<file path="src/hdl/clock_dist_pkg.sv">
// Package with register map, field layout and source encodings of the clock distribution block.
package clock_dist_pkg;
  localparam int ADDR_W = 12;
  localparam int DATA_W = 32;
  localparam int CTRL_W = 9;
  localparam int STATUS_W = 2;
  localparam int SYNC_STAGES = 2;

  localparam logic [ADDR_W-1:0] CTRL_OFFSET = 12'h000;
  localparam logic [ADDR_W-1:0] STATUS_OFFSET = 12'h004;
  localparam logic [ADDR_W-1:0] BUS_TICKS_OFFSET = 12'h008;
  localparam int WORD_LSB = 2;

  localparam logic [CTRL_W-1:0] CTRL_RESET = 9'h000;
  localparam logic [STATUS_W-1:0] STATUS_RESET = 2'h0;
  localparam logic [DATA_W-1:0] BUS_TICKS_RESET = 32'h0000_0000;

  localparam int GEN_SEL_LSB = 0;
  localparam int RTC_SEL_LSB = 2;
  localparam int ADC_EXT_BIT = 4;
  localparam int WDOG_LPO_BIT = 5;
  localparam int TPM_SEL_LSB = 6;
  localparam int DEBUG_SELF_BIT = 8;

  localparam logic [1:0] GEN_INTERNAL = 2'h0;
  localparam logic [1:0] GEN_EXTERNAL = 2'h1;
  localparam logic [1:0] GEN_LOOP = 2'h2;
  localparam logic [1:0] RTC_INTERNAL = 2'h0;
  localparam logic [1:0] RTC_EXTERNAL = 2'h1;
  localparam logic [1:0] RTC_LPO = 2'h2;
  localparam logic [1:0] TPM_BUS = 2'h0;
  localparam logic [1:0] TPM_FIXED = 2'h1;
  localparam logic [1:0] TPM_EXT = 2'h2;

  localparam int ST_FF_OVERRUN = 0;
  localparam int ST_EXT_OVERRUN = 1;

  localparam logic [1:0] EXT_MIN_GAP = 2'h3;

  localparam logic [1:0] RESP_OKAY = 2'h0;
  localparam logic [1:0] RESP_SLVERR = 2'h2;

  localparam int PIN_IRC = 0;
  localparam int PIN_ERC = 1;
  localparam int PIN_LOOP = 2;
  localparam int PIN_FFS = 3;
  localparam int PIN_LPO = 4;
  localparam int PIN_TEXT = 5;
  localparam int PIN_DCO = 6;
  localparam int NUM_PINS = 7;
endpackage

</file>
<file path="src/hdl/pin_sync_edge.sv">
// Two-flop pin synchroniser with a rising-edge detector behind it.
module pin_sync_edge #(
  parameter int STAGES = clock_dist_pkg::SYNC_STAGES
) (
  input wire logic aclk,
  input wire logic aresetn,
  input wire logic ce,
  input wire logic pin_in,
  output logic level,
  output logic rise
);
  typedef struct packed {
    logic [STAGES:0] sh;
  } sync_state_t;

  sync_state_t st_reg;
  sync_state_t st_next;

  // The edge compares the last two stages only, never the first flop.
  always_comb begin
    st_next = st_reg;
    st_next.sh = {st_reg.sh[STAGES-1:0], pin_in};
  end

  always_ff @(posedge aclk) begin
    if (!aresetn) begin
      st_reg <= '0;
    end else if (ce) begin
      st_reg <= st_next;
    end
  end

  assign level = st_reg.sh[STAGES-1];
  assign rise = st_reg.sh[STAGES-1] & ~st_reg.sh[STAGES];
endmodule

</file>
<file path="src/hdl/clock_distribution.sv">
// System clock distribution: source selection, bus divider, timer clocks and register slave.
// Behaviour
// Generator output clocks core, USB memory, USB.
// Bus clock is generator output halved.
// Generator output takes exactly one of three sources.
// Peripheral registers step on the bus clock.
// Fixed timer clock: synchronise source, then halve.
// Fixed timer clock never exceeds half bus.
// Fixed timer clock selectable for timer modules.
// External timer input stays below quarter bus; faster edges still pass and only set the external overrun status bit.
// Self clock from oscillator selectable for debug.
// Internal reference selectable for real-time counter.
// External reference selectable for counter and converter.
// Independent low-power clock for counter or watchdog.
// External timer input synchronised, edges found on bus.
module clock_distribution (
  input wire logic aclk,
  input wire logic aresetn,
  input wire logic ce,
  input wire logic internal_reference_clock,
  input wire logic external_reference_clock,
  input wire logic loop_output_clock,
  input wire logic generator_fixed_freq_source,
  input wire logic low_power_oscillator_clock,
  input wire logic timer_external_clock_input,
  input wire logic digitally_controlled_oscillator,
  output logic clock_generator_output,
  output logic cpu_clock,
  output logic usb_ram_clock,
  output logic usb_clock,
  output logic peripheral_bus_clock,
  output logic peripheral_register_enable,
  output logic fixed_freq_timer_clock,
  output logic timer_clock_enable,
  output logic timer_external_edge,
  output logic rtc_clock,
  output logic adc_clock,
  output logic watchdog_clock,
  output logic debug_interface_clock,
  input wire logic [clock_dist_pkg::ADDR_W-1:0] s_axi_awaddr,
  input wire logic [2:0] s_axi_awprot,
  input wire logic s_axi_awvalid,
  output logic s_axi_awready,
  input wire logic [clock_dist_pkg::DATA_W-1:0] s_axi_wdata,
  input wire logic [3:0] s_axi_wstrb,
  input wire logic s_axi_wvalid,
  output logic s_axi_wready,
  output logic [1:0] s_axi_bresp,
  output logic s_axi_bvalid,
  input wire logic s_axi_bready,
  input wire logic [clock_dist_pkg::ADDR_W-1:0] s_axi_araddr,
  input wire logic [2:0] s_axi_arprot,
  input wire logic s_axi_arvalid,
  output logic s_axi_arready,
  output logic [clock_dist_pkg::DATA_W-1:0] s_axi_rdata,
  output logic [1:0] s_axi_rresp,
  output logic s_axi_rvalid,
  input wire logic s_axi_rready
);
  localparam int AW = clock_dist_pkg::ADDR_W;
  localparam int DW = clock_dist_pkg::DATA_W;
  localparam int CW = clock_dist_pkg::CTRL_W;
  localparam int SW = clock_dist_pkg::STATUS_W;

  typedef struct packed {
    logic aw_rdy;
    logic aw_have;
    logic [AW-1:0] aw_addr;
    logic w_rdy;
    logic w_have;
    logic [DW-1:0] w_data;
    logic [3:0] w_strb;
    logic b_vld;
    logic [1:0] b_resp;
    logic ar_rdy;
    logic r_vld;
    logic [DW-1:0] r_data;
    logic [1:0] r_resp;
    logic [CW-1:0] ctrl;
    logic [SW-1:0] status;
    logic [DW-1:0] bus_ticks;
    logic gen_out;
    logic bus_div;
    logic bus_tick_out;
    logic ff_pending;
    logic ff_last;
    logic ff_div;
    logic ext_pending;
    logic [1:0] ext_gap;
    logic ext_edge;
    logic timer_tick;
    logic rtc_clk;
    logic adc_clk;
    logic wdog_clk;
    logic dbg_clk;
  } state_t;

  state_t st_reg;
  state_t st_next;

  logic [clock_dist_pkg::NUM_PINS-1:0] pins;
  logic [clock_dist_pkg::NUM_PINS-1:0] lvl;
  logic [clock_dist_pkg::NUM_PINS-1:0] rise;

  assign pins[clock_dist_pkg::PIN_IRC] = internal_reference_clock;
  assign pins[clock_dist_pkg::PIN_ERC] = external_reference_clock;
  assign pins[clock_dist_pkg::PIN_LOOP] = loop_output_clock;
  assign pins[clock_dist_pkg::PIN_FFS] = generator_fixed_freq_source;
  assign pins[clock_dist_pkg::PIN_LPO] = low_power_oscillator_clock;
  assign pins[clock_dist_pkg::PIN_TEXT] = timer_external_clock_input;
  assign pins[clock_dist_pkg::PIN_DCO] = digitally_controlled_oscillator;

  // Every source arrives unrelated to aclk, so each passes its own synchroniser.
  genvar gi;
  generate
    for (gi = 0; gi < clock_dist_pkg::NUM_PINS; gi++) begin : g_sync
      pin_sync_edge #(
        .STAGES(clock_dist_pkg::SYNC_STAGES)
      ) u_sync (
        .aclk(aclk),
        .aresetn(aresetn),
        .ce(ce),
        .pin_in(pins[gi]),
        .level(lvl[gi]),
        .rise(rise[gi])
      );
    end
  endgenerate

  function automatic logic [DW-1:0] merge(input logic [DW-1:0] old, input logic [DW-1:0] data,
                                          input logic [3:0] strb);
    logic [DW-1:0] res;
    res = old;
    for (int i = 0; i < 4; i++) begin
      if (strb[i]) begin
        res[8*i +: 8] = data[8*i +: 8];
      end
    end
    return res;
  endfunction

  logic [1:0] gen_sel;
  logic [1:0] rtc_sel;
  logic [1:0] tpm_sel;
  logic gen_rise;
  logic gen_lvl;
  logic bus_tick;
  logic ff_seen;
  logic ff_tick;
  logic ext_seen;
  logic [SW-1:0] status_set;
  logic [SW-1:0] status_clr;
  logic [DW-1:0] ctrl_word;
  logic [DW-1:0] status_word;
  logic [DW-1:0] wr_merged;
  logic wr_ctrl;
  logic wr_status;

  always_comb begin
    st_next = st_reg;
    status_set = '0;
    status_clr = '0;
    ff_tick = 1'b0;
    wr_merged = '0;
    wr_ctrl = 1'b0;
    wr_status = 1'b0;
    gen_sel = st_reg.ctrl[clock_dist_pkg::GEN_SEL_LSB +: 2];
    rtc_sel = st_reg.ctrl[clock_dist_pkg::RTC_SEL_LSB +: 2];
    tpm_sel = st_reg.ctrl[clock_dist_pkg::TPM_SEL_LSB +: 2];
    ctrl_word = DW'(st_reg.ctrl);
    status_word = DW'(st_reg.status);

    // The unused fourth code falls back to the loop so one source is always chosen.
    unique case (gen_sel)
      clock_dist_pkg::GEN_INTERNAL: begin
        gen_rise = rise[clock_dist_pkg::PIN_IRC];
        gen_lvl = lvl[clock_dist_pkg::PIN_IRC];
      end
      clock_dist_pkg::GEN_EXTERNAL: begin
        gen_rise = rise[clock_dist_pkg::PIN_ERC];
        gen_lvl = lvl[clock_dist_pkg::PIN_ERC];
      end
      default: begin
        gen_rise = rise[clock_dist_pkg::PIN_LOOP];
        gen_lvl = lvl[clock_dist_pkg::PIN_LOOP];
      end
    endcase
    st_next.gen_out = gen_lvl;

    bus_tick = gen_rise & ~st_reg.bus_div;
    if (gen_rise) begin
      st_next.bus_div = ~st_reg.bus_div;
    end
    st_next.bus_tick_out = bus_tick;
    if (bus_tick) begin
      st_next.bus_ticks = st_reg.bus_ticks + 32'h0000_0001;
    end

    // Source edges are held until the next bus tick, which is the synchronisation point.
    ff_seen = st_reg.ff_pending | rise[clock_dist_pkg::PIN_FFS];
    st_next.ff_pending = ff_seen;
    if (bus_tick) begin
      st_next.ff_pending = 1'b0;
      if (ff_seen && st_reg.ff_last) begin
        st_next.ff_last = 1'b0;
        status_set[clock_dist_pkg::ST_FF_OVERRUN] = 1'b1;
      end else if (ff_seen) begin
        st_next.ff_last = 1'b1;
        st_next.ff_div = ~st_reg.ff_div;
        ff_tick = ~st_reg.ff_div;
      end else begin
        st_next.ff_last = 1'b0;
      end
    end
    ext_seen = st_reg.ext_pending | rise[clock_dist_pkg::PIN_TEXT];
    st_next.ext_pending = ext_seen;
    st_next.ext_edge = bus_tick & ext_seen;
    if (bus_tick) begin
      st_next.ext_pending = 1'b0;
      if (ext_seen) begin
        st_next.ext_gap = '0;
        if (st_reg.ext_gap < clock_dist_pkg::EXT_MIN_GAP) begin
          status_set[clock_dist_pkg::ST_EXT_OVERRUN] = 1'b1;
        end
      end else if (st_reg.ext_gap != clock_dist_pkg::EXT_MIN_GAP) begin
        st_next.ext_gap = st_reg.ext_gap + 2'h1;
      end
    end
    unique case (tpm_sel)
      clock_dist_pkg::TPM_FIXED: st_next.timer_tick = ff_tick;
      clock_dist_pkg::TPM_EXT: st_next.timer_tick = bus_tick & ext_seen;
      default: st_next.timer_tick = bus_tick;
    endcase
    unique case (rtc_sel)
      clock_dist_pkg::RTC_INTERNAL: st_next.rtc_clk = lvl[clock_dist_pkg::PIN_IRC];
      clock_dist_pkg::RTC_EXTERNAL: st_next.rtc_clk = lvl[clock_dist_pkg::PIN_ERC];
      default: st_next.rtc_clk = lvl[clock_dist_pkg::PIN_LPO];
    endcase
    st_next.adc_clk = st_reg.ctrl[clock_dist_pkg::ADC_EXT_BIT] ?
                      lvl[clock_dist_pkg::PIN_ERC] : st_reg.bus_div;
    st_next.wdog_clk = st_reg.ctrl[clock_dist_pkg::WDOG_LPO_BIT] ?
                       lvl[clock_dist_pkg::PIN_LPO] : st_reg.bus_div;
    st_next.dbg_clk = st_reg.ctrl[clock_dist_pkg::DEBUG_SELF_BIT] ?
                      lvl[clock_dist_pkg::PIN_DCO] : st_reg.bus_div;

    if (s_axi_awvalid && st_reg.aw_rdy) begin
      st_next.aw_have = 1'b1;
      st_next.aw_addr = s_axi_awaddr;
    end
    if (s_axi_wvalid && st_reg.w_rdy) begin
      st_next.w_have = 1'b1;
      st_next.w_data = s_axi_wdata;
      st_next.w_strb = s_axi_wstrb;
    end
    if (st_reg.aw_have && st_reg.w_have && !st_reg.b_vld) begin
      st_next.aw_have = 1'b0;
      st_next.w_have = 1'b0;
      st_next.b_vld = 1'b1;
      st_next.b_resp = clock_dist_pkg::RESP_OKAY;
      unique case (st_reg.aw_addr[AW-1:clock_dist_pkg::WORD_LSB])
        clock_dist_pkg::CTRL_OFFSET[AW-1:clock_dist_pkg::WORD_LSB]: begin
          wr_ctrl = 1'b1;
          wr_merged = merge(ctrl_word, st_reg.w_data, st_reg.w_strb);
        end
        clock_dist_pkg::STATUS_OFFSET[AW-1:clock_dist_pkg::WORD_LSB]: begin
          wr_status = 1'b1;
          wr_merged = merge('0, st_reg.w_data, st_reg.w_strb);
        end
        clock_dist_pkg::BUS_TICKS_OFFSET[AW-1:clock_dist_pkg::WORD_LSB]: ; // Read-only count.
        default: st_next.b_resp = clock_dist_pkg::RESP_SLVERR;
      endcase
    end
    if (st_reg.b_vld && s_axi_bready) begin
      st_next.b_vld = 1'b0;
    end
    if (wr_ctrl) begin
      st_next.ctrl = wr_merged[CW-1:0];
    end
    if (wr_status) begin
      status_clr = wr_merged[SW-1:0];
    end
    // A hardware event in the clearing cycle survives the write-one-to-clear.
    st_next.status = (st_reg.status & ~status_clr) | status_set;
    if (s_axi_arvalid && st_reg.ar_rdy) begin
      st_next.r_vld = 1'b1;
      st_next.r_resp = clock_dist_pkg::RESP_OKAY;
      st_next.r_data = '0;
      unique case (s_axi_araddr[AW-1:clock_dist_pkg::WORD_LSB])
        clock_dist_pkg::CTRL_OFFSET[AW-1:clock_dist_pkg::WORD_LSB]: st_next.r_data = ctrl_word;
        clock_dist_pkg::STATUS_OFFSET[AW-1:clock_dist_pkg::WORD_LSB]: st_next.r_data = status_word;
        clock_dist_pkg::BUS_TICKS_OFFSET[AW-1:clock_dist_pkg::WORD_LSB]: begin
          st_next.r_data = st_reg.bus_ticks;
        end
        default: st_next.r_resp = clock_dist_pkg::RESP_SLVERR;
      endcase
    end else if (st_reg.r_vld && s_axi_rready) begin
      st_next.r_vld = 1'b0;
    end

    // Only one write and one read are in flight, so ready drops until the answer is taken.
    st_next.aw_rdy = ~st_next.aw_have & ~st_next.b_vld;
    st_next.w_rdy = ~st_next.w_have & ~st_next.b_vld;
    st_next.ar_rdy = ~st_next.r_vld;
  end

  always_ff @(posedge aclk) begin
    if (!aresetn) begin
      st_reg <= '0;
      st_reg.ctrl <= clock_dist_pkg::CTRL_RESET;
      st_reg.status <= clock_dist_pkg::STATUS_RESET;
      st_reg.bus_ticks <= clock_dist_pkg::BUS_TICKS_RESET;
      st_reg.ext_gap <= clock_dist_pkg::EXT_MIN_GAP;
    end else if (ce) begin
      st_reg <= st_next;
    end
  end

  assign clock_generator_output = st_reg.gen_out;
  assign cpu_clock = st_reg.gen_out;
  assign usb_ram_clock = st_reg.gen_out;
  assign usb_clock = st_reg.gen_out;
  assign peripheral_bus_clock = st_reg.bus_div;
  assign peripheral_register_enable = st_reg.bus_tick_out;
  assign fixed_freq_timer_clock = st_reg.ff_div;
  assign timer_clock_enable = st_reg.timer_tick;
  assign timer_external_edge = st_reg.ext_edge;
  assign rtc_clock = st_reg.rtc_clk;
  assign adc_clock = st_reg.adc_clk;
  assign watchdog_clock = st_reg.wdog_clk;
  assign debug_interface_clock = st_reg.dbg_clk;
  assign s_axi_awready = st_reg.aw_rdy;
  assign s_axi_wready = st_reg.w_rdy;
  assign s_axi_bresp = st_reg.b_resp;
  assign s_axi_bvalid = st_reg.b_vld;
  assign s_axi_arready = st_reg.ar_rdy;
  assign s_axi_rdata = st_reg.r_data;
  assign s_axi_rresp = st_reg.r_resp;
  assign s_axi_rvalid = st_reg.r_vld;
endmodule

</file>
<file path="config.mk">
export PLATFORM = sky130hd
export DESIGN_NAME = clock_distribution
export DESIGN_NICKNAME = d
export VERILOG_FILES = /design/src/hdl/clock_dist_pkg.sv /design/src/hdl/pin_sync_edge.sv /design/src/hdl/clock_distribution.sv
export SDC_FILE = /design/constraint.sdc
export NUM_CORES = 1
export LEC_CHECK = 0
export BUFFER_PORTS_ARGS = -buffer_cell sky130_fd_sc_hd__buf_4
export CORE_MARGIN = 5
export CORE_UTILIZATION = 25
export CTS_BUF_LIST = sky130_fd_sc_hd__clkbuf_4 sky130_fd_sc_hd__clkbuf_8
export CTS_CLUSTER_DIAMETER = 30
export CTS_CLUSTER_SIZE = 14
export DETAILED_ROUTE_END_ITERATION = 10
export PLACE_DENSITY = 0.51
export SYNTH_ARGS = -nofsm -noshare
export SYNTH_HDL_FRONTEND = slang
export SYNTH_SLANG_ARGS = --single-unit
</file>
<file path="constraint.sdc">
create_clock -name aclk -period 4.4 [get_ports aclk]
set_clock_uncertainty 0.1 [all_clocks]
set_input_delay 0.66 -clock aclk [delete_from_list [all_inputs] [get_ports aclk]]
set_output_delay 0.66 -clock aclk [all_outputs]
set_load 0.01 [all_outputs]
</file>
==> results of run 1 <==
-- power groups by stage --
stage,registers (mW),clock network (mW),logic (mW)
after floorplan,1.32,0,0.0772
final,1.29,1.10,0.134
after detailed placement,1.32,0,0.137
after global placement,1.32,0,0.137
after CTS,1.29,1.13,0.138
after global routing,1.29,1.19,0.150
-- synthesized netlist by cell type, drive strengths merged (2+ instances only) --
library cell,number,area [um^2]
dfxtp,139,2780
nor2,88,330
nand2,77,289
a21oi,57,285
buf,51,347
a22oi,34,255
mux2i,30,300
clkbuf,26,97.6
nand3,25,125
or4,15,120
o21ai,14,70.1
xor2,14,123
inv,13,48.8
nand4,10,62.6
o31ai,10,75.1
a211oi,8,60.1
nand4b,6,52.6
nor3,6,41.3
or3,6,42.5
and3,5,31.3
and4,5,43.8
mux2,5,56.3
nand3b,5,37.5
ha,4,50.1
nand2b,4,25.0
nor2b,4,25.0
nor4,4,37.5
xnor2,4,35.0
a21o,3,22.5
and2,3,18.8
o211ai,3,22.5
nor4b,2,32.5
or4b,2,20.0
-- metrics by stage --
| step | util, % | cell area, um^2 |
|---|---|---|
| 6_report | 30.0 | 7230 |
| 5_1_grt | 30.0 | 7230 |
| 4_1_cts | 30.0 | 7230 |
| 3_5_place_dp | 28.2 | 6810 |
| 3_3_place_gp | 28.2 | 6810 |
| 2_1_floorplan | - | 6060 |
-- layout make-up --
class	count	area (um^2)
Clock inverter	12	145
Sequential cell	139	2780
Timing Repair Buffer	104	781
Tap cell	324	405
Clock buffer	20	275
Fill cell	2598	16900
Inverter	14	53.8
Multi-Input combinational cell	464	2780
-- critical path: cells and delay by family (launching register included) --
family,cells,cell delay [ns]
simple gates,3,1.30
flops,1,0.42
compound gates,2,0.71
-- worst min path at each step --
| stage | from | endpoint | slack [ns] | cells after the start |
|---|---|---|---|---|
| 2_1_floorplan | st_reg[48] | st_reg[48] | 0.33 | 2 |
| 3_3_place_gp | st_reg[109] | st_reg[109] | 0.35 | 2 |
| 3_5_place_dp | st_reg[104] | st_reg[104] | 0.35 | 2 |
| 4_1_cts | s_axi_awaddr[3] | st_reg[138] | 0.32 | 3 |
| 5_1_grt | s_axi_awaddr[9] | st_reg[144] | 0.34 | 3 |
| 6_report | s_axi_awaddr[3] | st_reg[138] | 0.36 | 3 |
-- cells by family after synthesis --
group / after synthesis / share of synthesized area [%]
multiplexers: 35 / 5.89
flip-flops: 139 / 45.9
adder cells (fa/ha/maj): 4 / 0.826
other: 1 / 0.0619
buffers and inverters: 91 / 8.20
AND/OR/NAND/NOR: 270 / 22.5
AO/OA/AOI/OAI: 135 / 14.0
XOR/XNOR: 18 / 2.60
-- routing by layer --
layer  up-vias  global-route usage, %
li1       2503                      -
met1      2190                   15.4
met2       127                   16.6
met3        11                   4.10
met4         0                   3.01
met5         -                      0
==> flow_metrics.py, run 1 <==
metrics = {
    "floorplan": {
        "coreArea_mm2": 0.0241,
        "die_x_um": 166,
        "dieArea_mm2": 0.0274,
        "io_pins": 135,
        "rows": 57,
        "die_height_um": 166,
        "start_util_pct": 25.1,
    },
    "yosys": {
        "synth_area_mm2": 0.00606,
        "ys_seq_elements": 139,
        "synth_edf_count": 0,
        "avgSynthCellArea_um2": 8.74,
        "synthesis.instances": 693,
        "synthArstFlopShare_pct": 0,
        "yosysSeqAreaShare_pct": 45.9,
        "yosys_warnings": 0,
        "synth_cell_types": 52,
        "synth_ff_type": "dfxtp_1",
    },
    "timing": {
        "rsz0062_at_grt": "false",
        "holdWs_ns": 0.356,
        "fin_setup_tns_ns": 0,
        "fin_crit_ns": 2.62,
        "relSlewSlack_pct": 40.6,
        "setup_viol": 0,
        "worstMarginPinSlew_ns": 0.886,
        "setup_ws_ns": 1.78,
        "fmax_mhz": 382,
        "finalHoldViolations": 0,
        "slew_viol_final": 0,
        "layout_worst_path_cycle_share_pct": 59.6,
    },
    "placed_design": {
        "portBuffers": 97,
        "place_ws_ns": 1.34,
        "dp_hpwl_mm": 10.9,
        "gp_congestion": 0.746,
        "dp.cells": 1045,
    },
    "critical_path": {
        "cp_max_fo": 17,
        "worst_path_max_delay_cell": "or4_1",
        "crit_path_end_kind": "flop",
        "path_cells": "nor3b_1 -> a211o_1 -> nand2_1 -> or4_1 -> a21oi_1",
        "worstSetupPathType": "reg -> reg",
        "reg2reg_to": "st_reg[35]",
        "cp-start-kind": "flop",
        "critPathMaxStageDelay_ns": 0.57,
        "startpoint": "g_sync[0].u_sync.st_reg[1]",
        "crit_end": "st_reg[35]",
        "regToRegStartpoint": "g_sync[0].u_sync.st_reg[1]",
        "r2r_setup_slack_ns": 1.78,
        "critPathArrivalTime_ns": 2.89,
        "critPathRequiredTime_ns": 4.66,
        "r2r_cells": 5,
    },
    "global_route": {
        "grt_max_degree": 78,
        "grt_pass1_wl_mm": 25.1,
        "track_usage_pct": 11.2,
        "antenna_found_initial": 0,
        "overflow": 0,
        "grt_pass1_vias": 4565,
    },
    "detailed_routing": {
        "firstDrtPassIters": 4,
        "drtIter0Drc": 300,
        "post_drt_wl_per_cell_um": 14.3,
        "routed_wirelength_mm": 15.4,
        "route.met2.wl_mm": 6.68,
        "vias_per_cell": 4.49,
        "dr.max_layer_used": "met4",
        "via_count": 4831,
        "drtAntennaViolNets": 0,
        "met3_wirelength_mm": 1.12,
        "wl_met1_mm": 7.43,
        "drc": 0,
    },
    "cells_and_area": {
        "layout_commonest_cell": "dfxtp_1",
        "antennaDiodeCount": 0,
        "syn2layout_area_growth_pct": 19.3,
        "largest_register_ffs": 62,
        "final_cell_mix": "dfxtp_1 (139), buf_4 (104), nor2_1 (88)",
        "nets": 825,
        "instances_no_fill": 1077,
        "drive_gt1_share_pct": 19.9,
    },
    "power": {
        "swShare_pct": 23.2,
        "powerDensity_mw_per_mm2": 349,
        "p_switching_mw": 0.583,
        "pwr-share-comb_pct": 5.3,
        "power_mw": 2.52,
        "p_seq_share_pct": 51.2,
        "irDropWorstVdd_uv": 169,
        "p_clk_share_pct": 43.5,
        "internal_power_mw": 1.94,
        "power_leakage_nw": 2.71,
    },
    "clocking": {
        "htreeDepth": 4,
        "clock-root-buffer": "clkbuf_8",
        "cts_buffers": 17,
        "cts_tree": "yes",
        "cts_setup_buffers": 0,
        "clkLatencyLatePin_ns": 0.44,
        "cts_sinks": 139,
        "postCtsHoldBufs": 0,
        "clk_pin_slew_worst_paths_ns": 0.08,
        "cts_resized": 0,
        "ctsLongestPathBuffers": 2,
    },
    "outcome": {
        "outcome": "finished, final reports clean",
    },
    "hold_path": {
        "hp-class": "in -> reg",
    },
    "run": {
        "maxCapViolCount": 0,
    },
}
(Power assumes the default switching activity.)
==> inputs of run 2 (changes only) <==
- PLACE_DENSITY: 0.51 -> 0.52
- clock period: 4.4 -> 2.2 ns (I/O delays scaled with it)
==> run 2 against run 1 <==
  * Critical path type unchanged
  * Via count grew 4.3%
  * Global-route usage up 0.29 points
  * Setup slack got worse by 1.7 ns
==> flow_metrics.py, run 2 (same netlist as run 1, synthesis figures left out) <==
metrics = {
    "timing": {
        "fmax_mhz": 478,
        "worstMarginPinSlew_ns": 0.596,
        "fin_crit_ns": 2.09,
        "layout_worst_path_cycle_share_pct": 95.1,
        "setup_viol": 0,
        "holdWs_ns": 0.0231,
        "fin_setup_tns_ns": 0,
        "finalHoldViolations": 0,
        "slew_viol_final": 0,
        "rsz0062_at_grt": "false",
        "setup_ws_ns": 0.108,
        "relSlewSlack_pct": 60.3,
    },
    "detailed_routing": {
        "post_drt_wl_per_cell_um": 14.3,
        "drtAntennaViolNets": 0,
        "via_count": 5037,
        "drc": 0,
        "routed_wirelength_mm": 16.0,
        "drtIter0Drc": 302,
        "vias_per_cell": 4.50,
        "firstDrtPassIters": 4,
    },
    "power": {
        "powerDensity_mw_per_mm2": 642,
        "irDropWorstVdd_uv": 291,
        "power_leakage_nw": 2.91,
        "power_mw": 4.86,
    },
    "critical_path": {
        "worstSetupPathType": "reg -> reg",
        "cp-start-kind": "flop",
        "critPathArrivalTime_ns": 2.37,
        "cp_max_fo": 7,
        "critPathRequiredTime_ns": 2.48,
        "crit_path_end_kind": "flop",
    },
    "cells_and_area": {
        "fin_util_pct": 31.4,
        "instances_no_fill": 1119,
        "nets": 870,
        "layout_commonest_cell": "dfxtp_1",
        "syn2layout_area_growth_pct": 25.0,
        "largest_register_ffs": 62,
        "antennaDiodeCount": 0,
        "stdcell_area_mm2": 0.00757,
        "drive_gt1_share_pct": 23.3,
        "final_cell_mix": "dfxtp_1 (138), buf_4 (136), nor2_1 (88)",
    },
    "clocking": {
        "clk_pin_slew_worst_paths_ns": 0.08,
        "cts_buffers": 17,
        "ctsLongestPathBuffers": 2,
        "htreeDepth": 4,
        "clock-root-buffer": "clkbuf_8",
        "cts_tree": "yes",
        "clkLatencyLatePin_ns": 0.45,
        "cts_sinks": 139,
    },
    "hold_path": {
        "hp-class": "in -> reg",
    },
    "global_route": {
        "track_usage_pct": 11.5,
        "antenna_found_initial": 0,
        "grt_pass1_vias": 4799,
        "grt_max_degree": 76,
        "grt_pass1_wl_mm": 25.6,
        "overflow": 0,
    },
    "placed_design": {
        "place_area_mm2": 0.00710,
        "portBuffers": 97,
        "gp_congestion": 0.742,
        "dp.cells": 1079,
        "dp_hpwl_mm": 11.4,
        "place_ws_ns": 0.0966,
    },
    "outcome": {
        "outcome": "finished, final reports clean",
    },
    "floorplan": {
        "start_util_pct": 25.1,
        "coreArea_mm2": 0.0241,
        "io_pins": 135,
        "rows": 57,
        "dieArea_mm2": 0.0274,
        "die_height_um": 166,
        "die_x_um": 166,
    },
    "run": {
        "maxCapViolCount": 0,
    },
}
[run 2: cell types whose count changed in the layout (fill, tap and decap cells not counted), moves of 2 or more]
cell,before,now
clkinv_4,2,0
buf_12,0,3
dlygate4sd3_1,0,10
clkbuf_8,20,18
buf_4,104,136
[run 2: final timing paths]
kind	startpoint	cells past startpoint	slack (ns)	endpoint
worst max-delay path	st_reg[143]	6	0.11	ctrl_word[3]
worst min-delay path	s_axi_wdata[3]	3	0.02	st_reg[104]
worst max register to register	st_reg[143]	6	0.11	ctrl_word[3]
worst min register to register	st_reg[109]	2	0.36	st_reg[109]
[run 2: routing by layer]
layer	track usage [%]	share of wire (%)
met5	0	0
met4	2.91	0.80
met3	3.57	6.3
met2	17.6	44
met1	15.8	49
[run 2: repair_timing]
action	4_1_cts	5_1_grt
gates resized for setup	0	3
setup buffers	0	1
endpoints found under the hold margin	10	0
hold buffers	10	0
endpoints found under the setup margin	0	14
[run 2: report_power, final]
| group | internal [mW] | total, mW | switching, mW |
|---|---|---|---|
| registers | 2.55 | 2.58 | 0.0273 |
| clock network | 1.01 | 1.97 | 0.961 |
| logic | 0.146 | 0.306 | 0.160 |
| total | 3.71 | 4.86 | 1.15 |
[run 2: area by class of cell]
cell class	instances	area (um^2)
inverters	14	53.8
flip-flops and latches	139	2780
multi-input cells	464	2790
clock inverters	10	103
fillers	2568	16500
clock buffers	19	255
repair buffers	149	1180
well taps	324	405
[run 2: worst max-delay path: stages (launching register included)]
cell     delay [ns]
dfxtp_1        0.32
or4_4          0.54
or3_4          0.41
nor4b_4        0.26
buf_4          0.18
nand3_1        0.09
a21oi_1        0.13
==> inputs of run 3 (changes only) <==
- PLACE_DENSITY: 0.52 -> 0.51
- clock period: 2.2 -> 2 ns (I/O delays scaled with it)
==> run 3 against run 2 <==
  * The flow now finishes with violations (setup timing)
  * Critical path depth is the same
  * Power grew 21%
  * Flip-flop and latch count is the same
  * Via count grew 4.3%
  * Clock power grew 36%
==> flow_metrics.py, run 3 (same netlist as run 1, synthesis figures left out) <==
metrics = {
    "placed_design": {
        "place_ws_ns": -0.0793,
        "portBuffers": 97,
        "dp_hpwl_mm": 11.8,
        "gp_congestion": 0.767,
        "place_area_mm2": 0.00733,
    },
    "floorplan": {
        "die_height_um": 166,
        "coreArea_mm2": 0.0241,
        "rows": 57,
        "io_pins": 135,
        "die_x_um": 166,
        "start_util_pct": 25.1,
        "dieArea_mm2": 0.0274,
    },
    "critical_path": {
        "cp-start-kind": "flop",
        "critPathArrivalTime_ns": 2.32,
        "critPathMaxStageDelay_ns": 0.53,
        "critPathRequiredTime_ns": 2.27,
        "path_cells": "or4_4 -> or3_4 -> nor4b_4 -> buf_6 -> nand3_2 -> a21oi_2",
        "cp_top_family": "simple AND/OR/NAND/NOR gates",
        "worstSetupPathType": "reg -> reg",
        "critical_path_buf_inv_count": 1,
        "worst_path_max_delay_cell": "or4_4",
        "crit_path_end_kind": "flop",
        "cp_max_fo": 7,
    },
    "timing": {
        "fin_crit_ns": 2.05,
        "setup_viol": 7,
        "rsz0062_at_grt": "true",
        "fmax_mhz": 488,
        "setup_ws_ns": -0.0492,
        "layout_worst_path_cycle_share_pct": 102,
        "fin_setup_tns_ns": -0.192,
        "relSlewSlack_pct": 65.1,
        "finalHoldViolations": 0,
        "holdWs_ns": 0.0227,
        "worstMarginPinSlew_ns": 0.521,
        "slew_viol_final": 0,
    },
    "detailed_routing": {
        "via_count": 5253,
        "post_drt_wl_per_cell_um": 14.2,
        "routed_wirelength_mm": 16.5,
        "drc": 0,
        "drtIter0Drc": 291,
        "met3_wirelength_mm": 1.07,
        "firstDrtPassIters": 5,
        "drtAntennaViolNets": 0,
        "route.met2.wl_mm": 7.37,
        "vias_per_cell": 4.50,
        "wl_met1_mm": 8.04,
        "dr.max_layer_used": "met4",
    },
    "hold_path": {
        "hp-class": "in -> reg",
    },
    "cells_and_area": {
        "syn2layout_area_growth_pct": 34.8,
        "antennaDiodeCount": 0,
        "nets": 916,
        "stdcell_area_mm2": 0.00817,
        "largest_register_ffs": 62,
        "fillers": 2566,
        "drive_gt1_share_pct": 28.1,
        "final_cell_mix": "buf_4 (163), dfxtp_1 (133), nor2_1 (88)",
        "layout_commonest_cell": "buf_4",
    },
    "power": {
        "irDropWorstVdd_uv": 336,
        "power_leakage_nw": 3.21,
        "powerDensity_mw_per_mm2": 722,
        "power_mw": 5.89,
    },
    "global_route": {
        "grt_pass1_wl_mm": 26.9,
        "overflow": 0,
        "grt_max_degree": 76,
        "grt_pass1_vias": 5051,
        "track_usage_pct": 12.0,
        "antenna_found_initial": 0,
    },
    "clocking": {
        "cts_buffers": 17,
        "htreeDepth": 4,
        "ctsLongestPathBuffers": 2,
        "clk_pin_slew_worst_paths_ns": 0.08,
        "cts_sinks": 139,
        "clkLatencyLatePin_ns": 0.44,
        "cts_tree": "yes",
        "clock-root-buffer": "clkbuf_8",
    },
    "run": {
        "maxCapViolCount": 0,
    },
    "outcome": {
        "outcome": "complete, but fails checks",
        "violations": "setup timing",
    },
}
run 3: tightest hold or removal path, delay by kind of cell:
| kind | cells | cell delay, ns |
|---|---|---|
| simple gates | 1 | 0.05 |
| buf+inv | 1 | 0.11 |
| compound gates | 1 | 0.05 |
run 3: per-stage QoR:
stage,instances,utilization [%]
CTS,1166,33.5
global placement,1107,30.4
finish,1168,33.9
detailed placement,1107,30.4
floorplan,694,-
global route,1168,33.9
run 3: what timing repair did:
action                                  in CTS  in global routing
hold endpoints to repair                    26                  0
gates resized for setup                      3                 22
pin swaps                                   12                 17
setup buffers                                1                  2
endpoints found under the setup margin      12                 25
cloned                                       0                  0
hold buffers                                26                  0
run 3: metal layers:
metal / GRT usage, % / vias to the layer above
met5: 0 / -
met1: 16.9 / 2455
met2: 18.1 / 118
met4: 3.23 / 0
met3: 3.46 / 2
li1: - / 2678
run 3: layout make-up:
| cell class | instances | area [um^2] | area share (%) |
|---|---|---|---|
| Sequential cell | 139 | 2790 | 34.2 |
| Inverter | 14 | 53.8 | 0.659 |
| Clock inverter | 12 | 193 | 2.36 |
| Timing Repair Buffer | 195 | 1590 | 19.4 |
| Clock buffer | 20 | 275 | 3.37 |
| Tap cell | 324 | 405 | 4.96 |
| Multi-Input combinational cell | 464 | 2860 | 35.0 |
run 3: report_power, final:
| part | leakage (nW) | switching (mW) | internal, mW | total [mW] |
|---|---|---|---|---|
| combinational | 1.84 | 0.188 | 0.191 | 0.379 |
| sequential | 1.13 | 0.0305 | 2.81 | 2.84 |
| clock | 0.242 | 1.10 | 1.58 | 2.68 |
run 3: path summary, 6_finish.rpt:
path                  start            to  slack [ns]  cells after the start
max             st_reg[143]  ctrl_word[3]       -0.05                      6
min          s_axi_wdata[6]   st_reg[107]        0.02                      3
max reg2reg     st_reg[143]  ctrl_word[3]       -0.05                      6
min reg2reg     st_reg[139]   st_reg[139]        0.35                      2
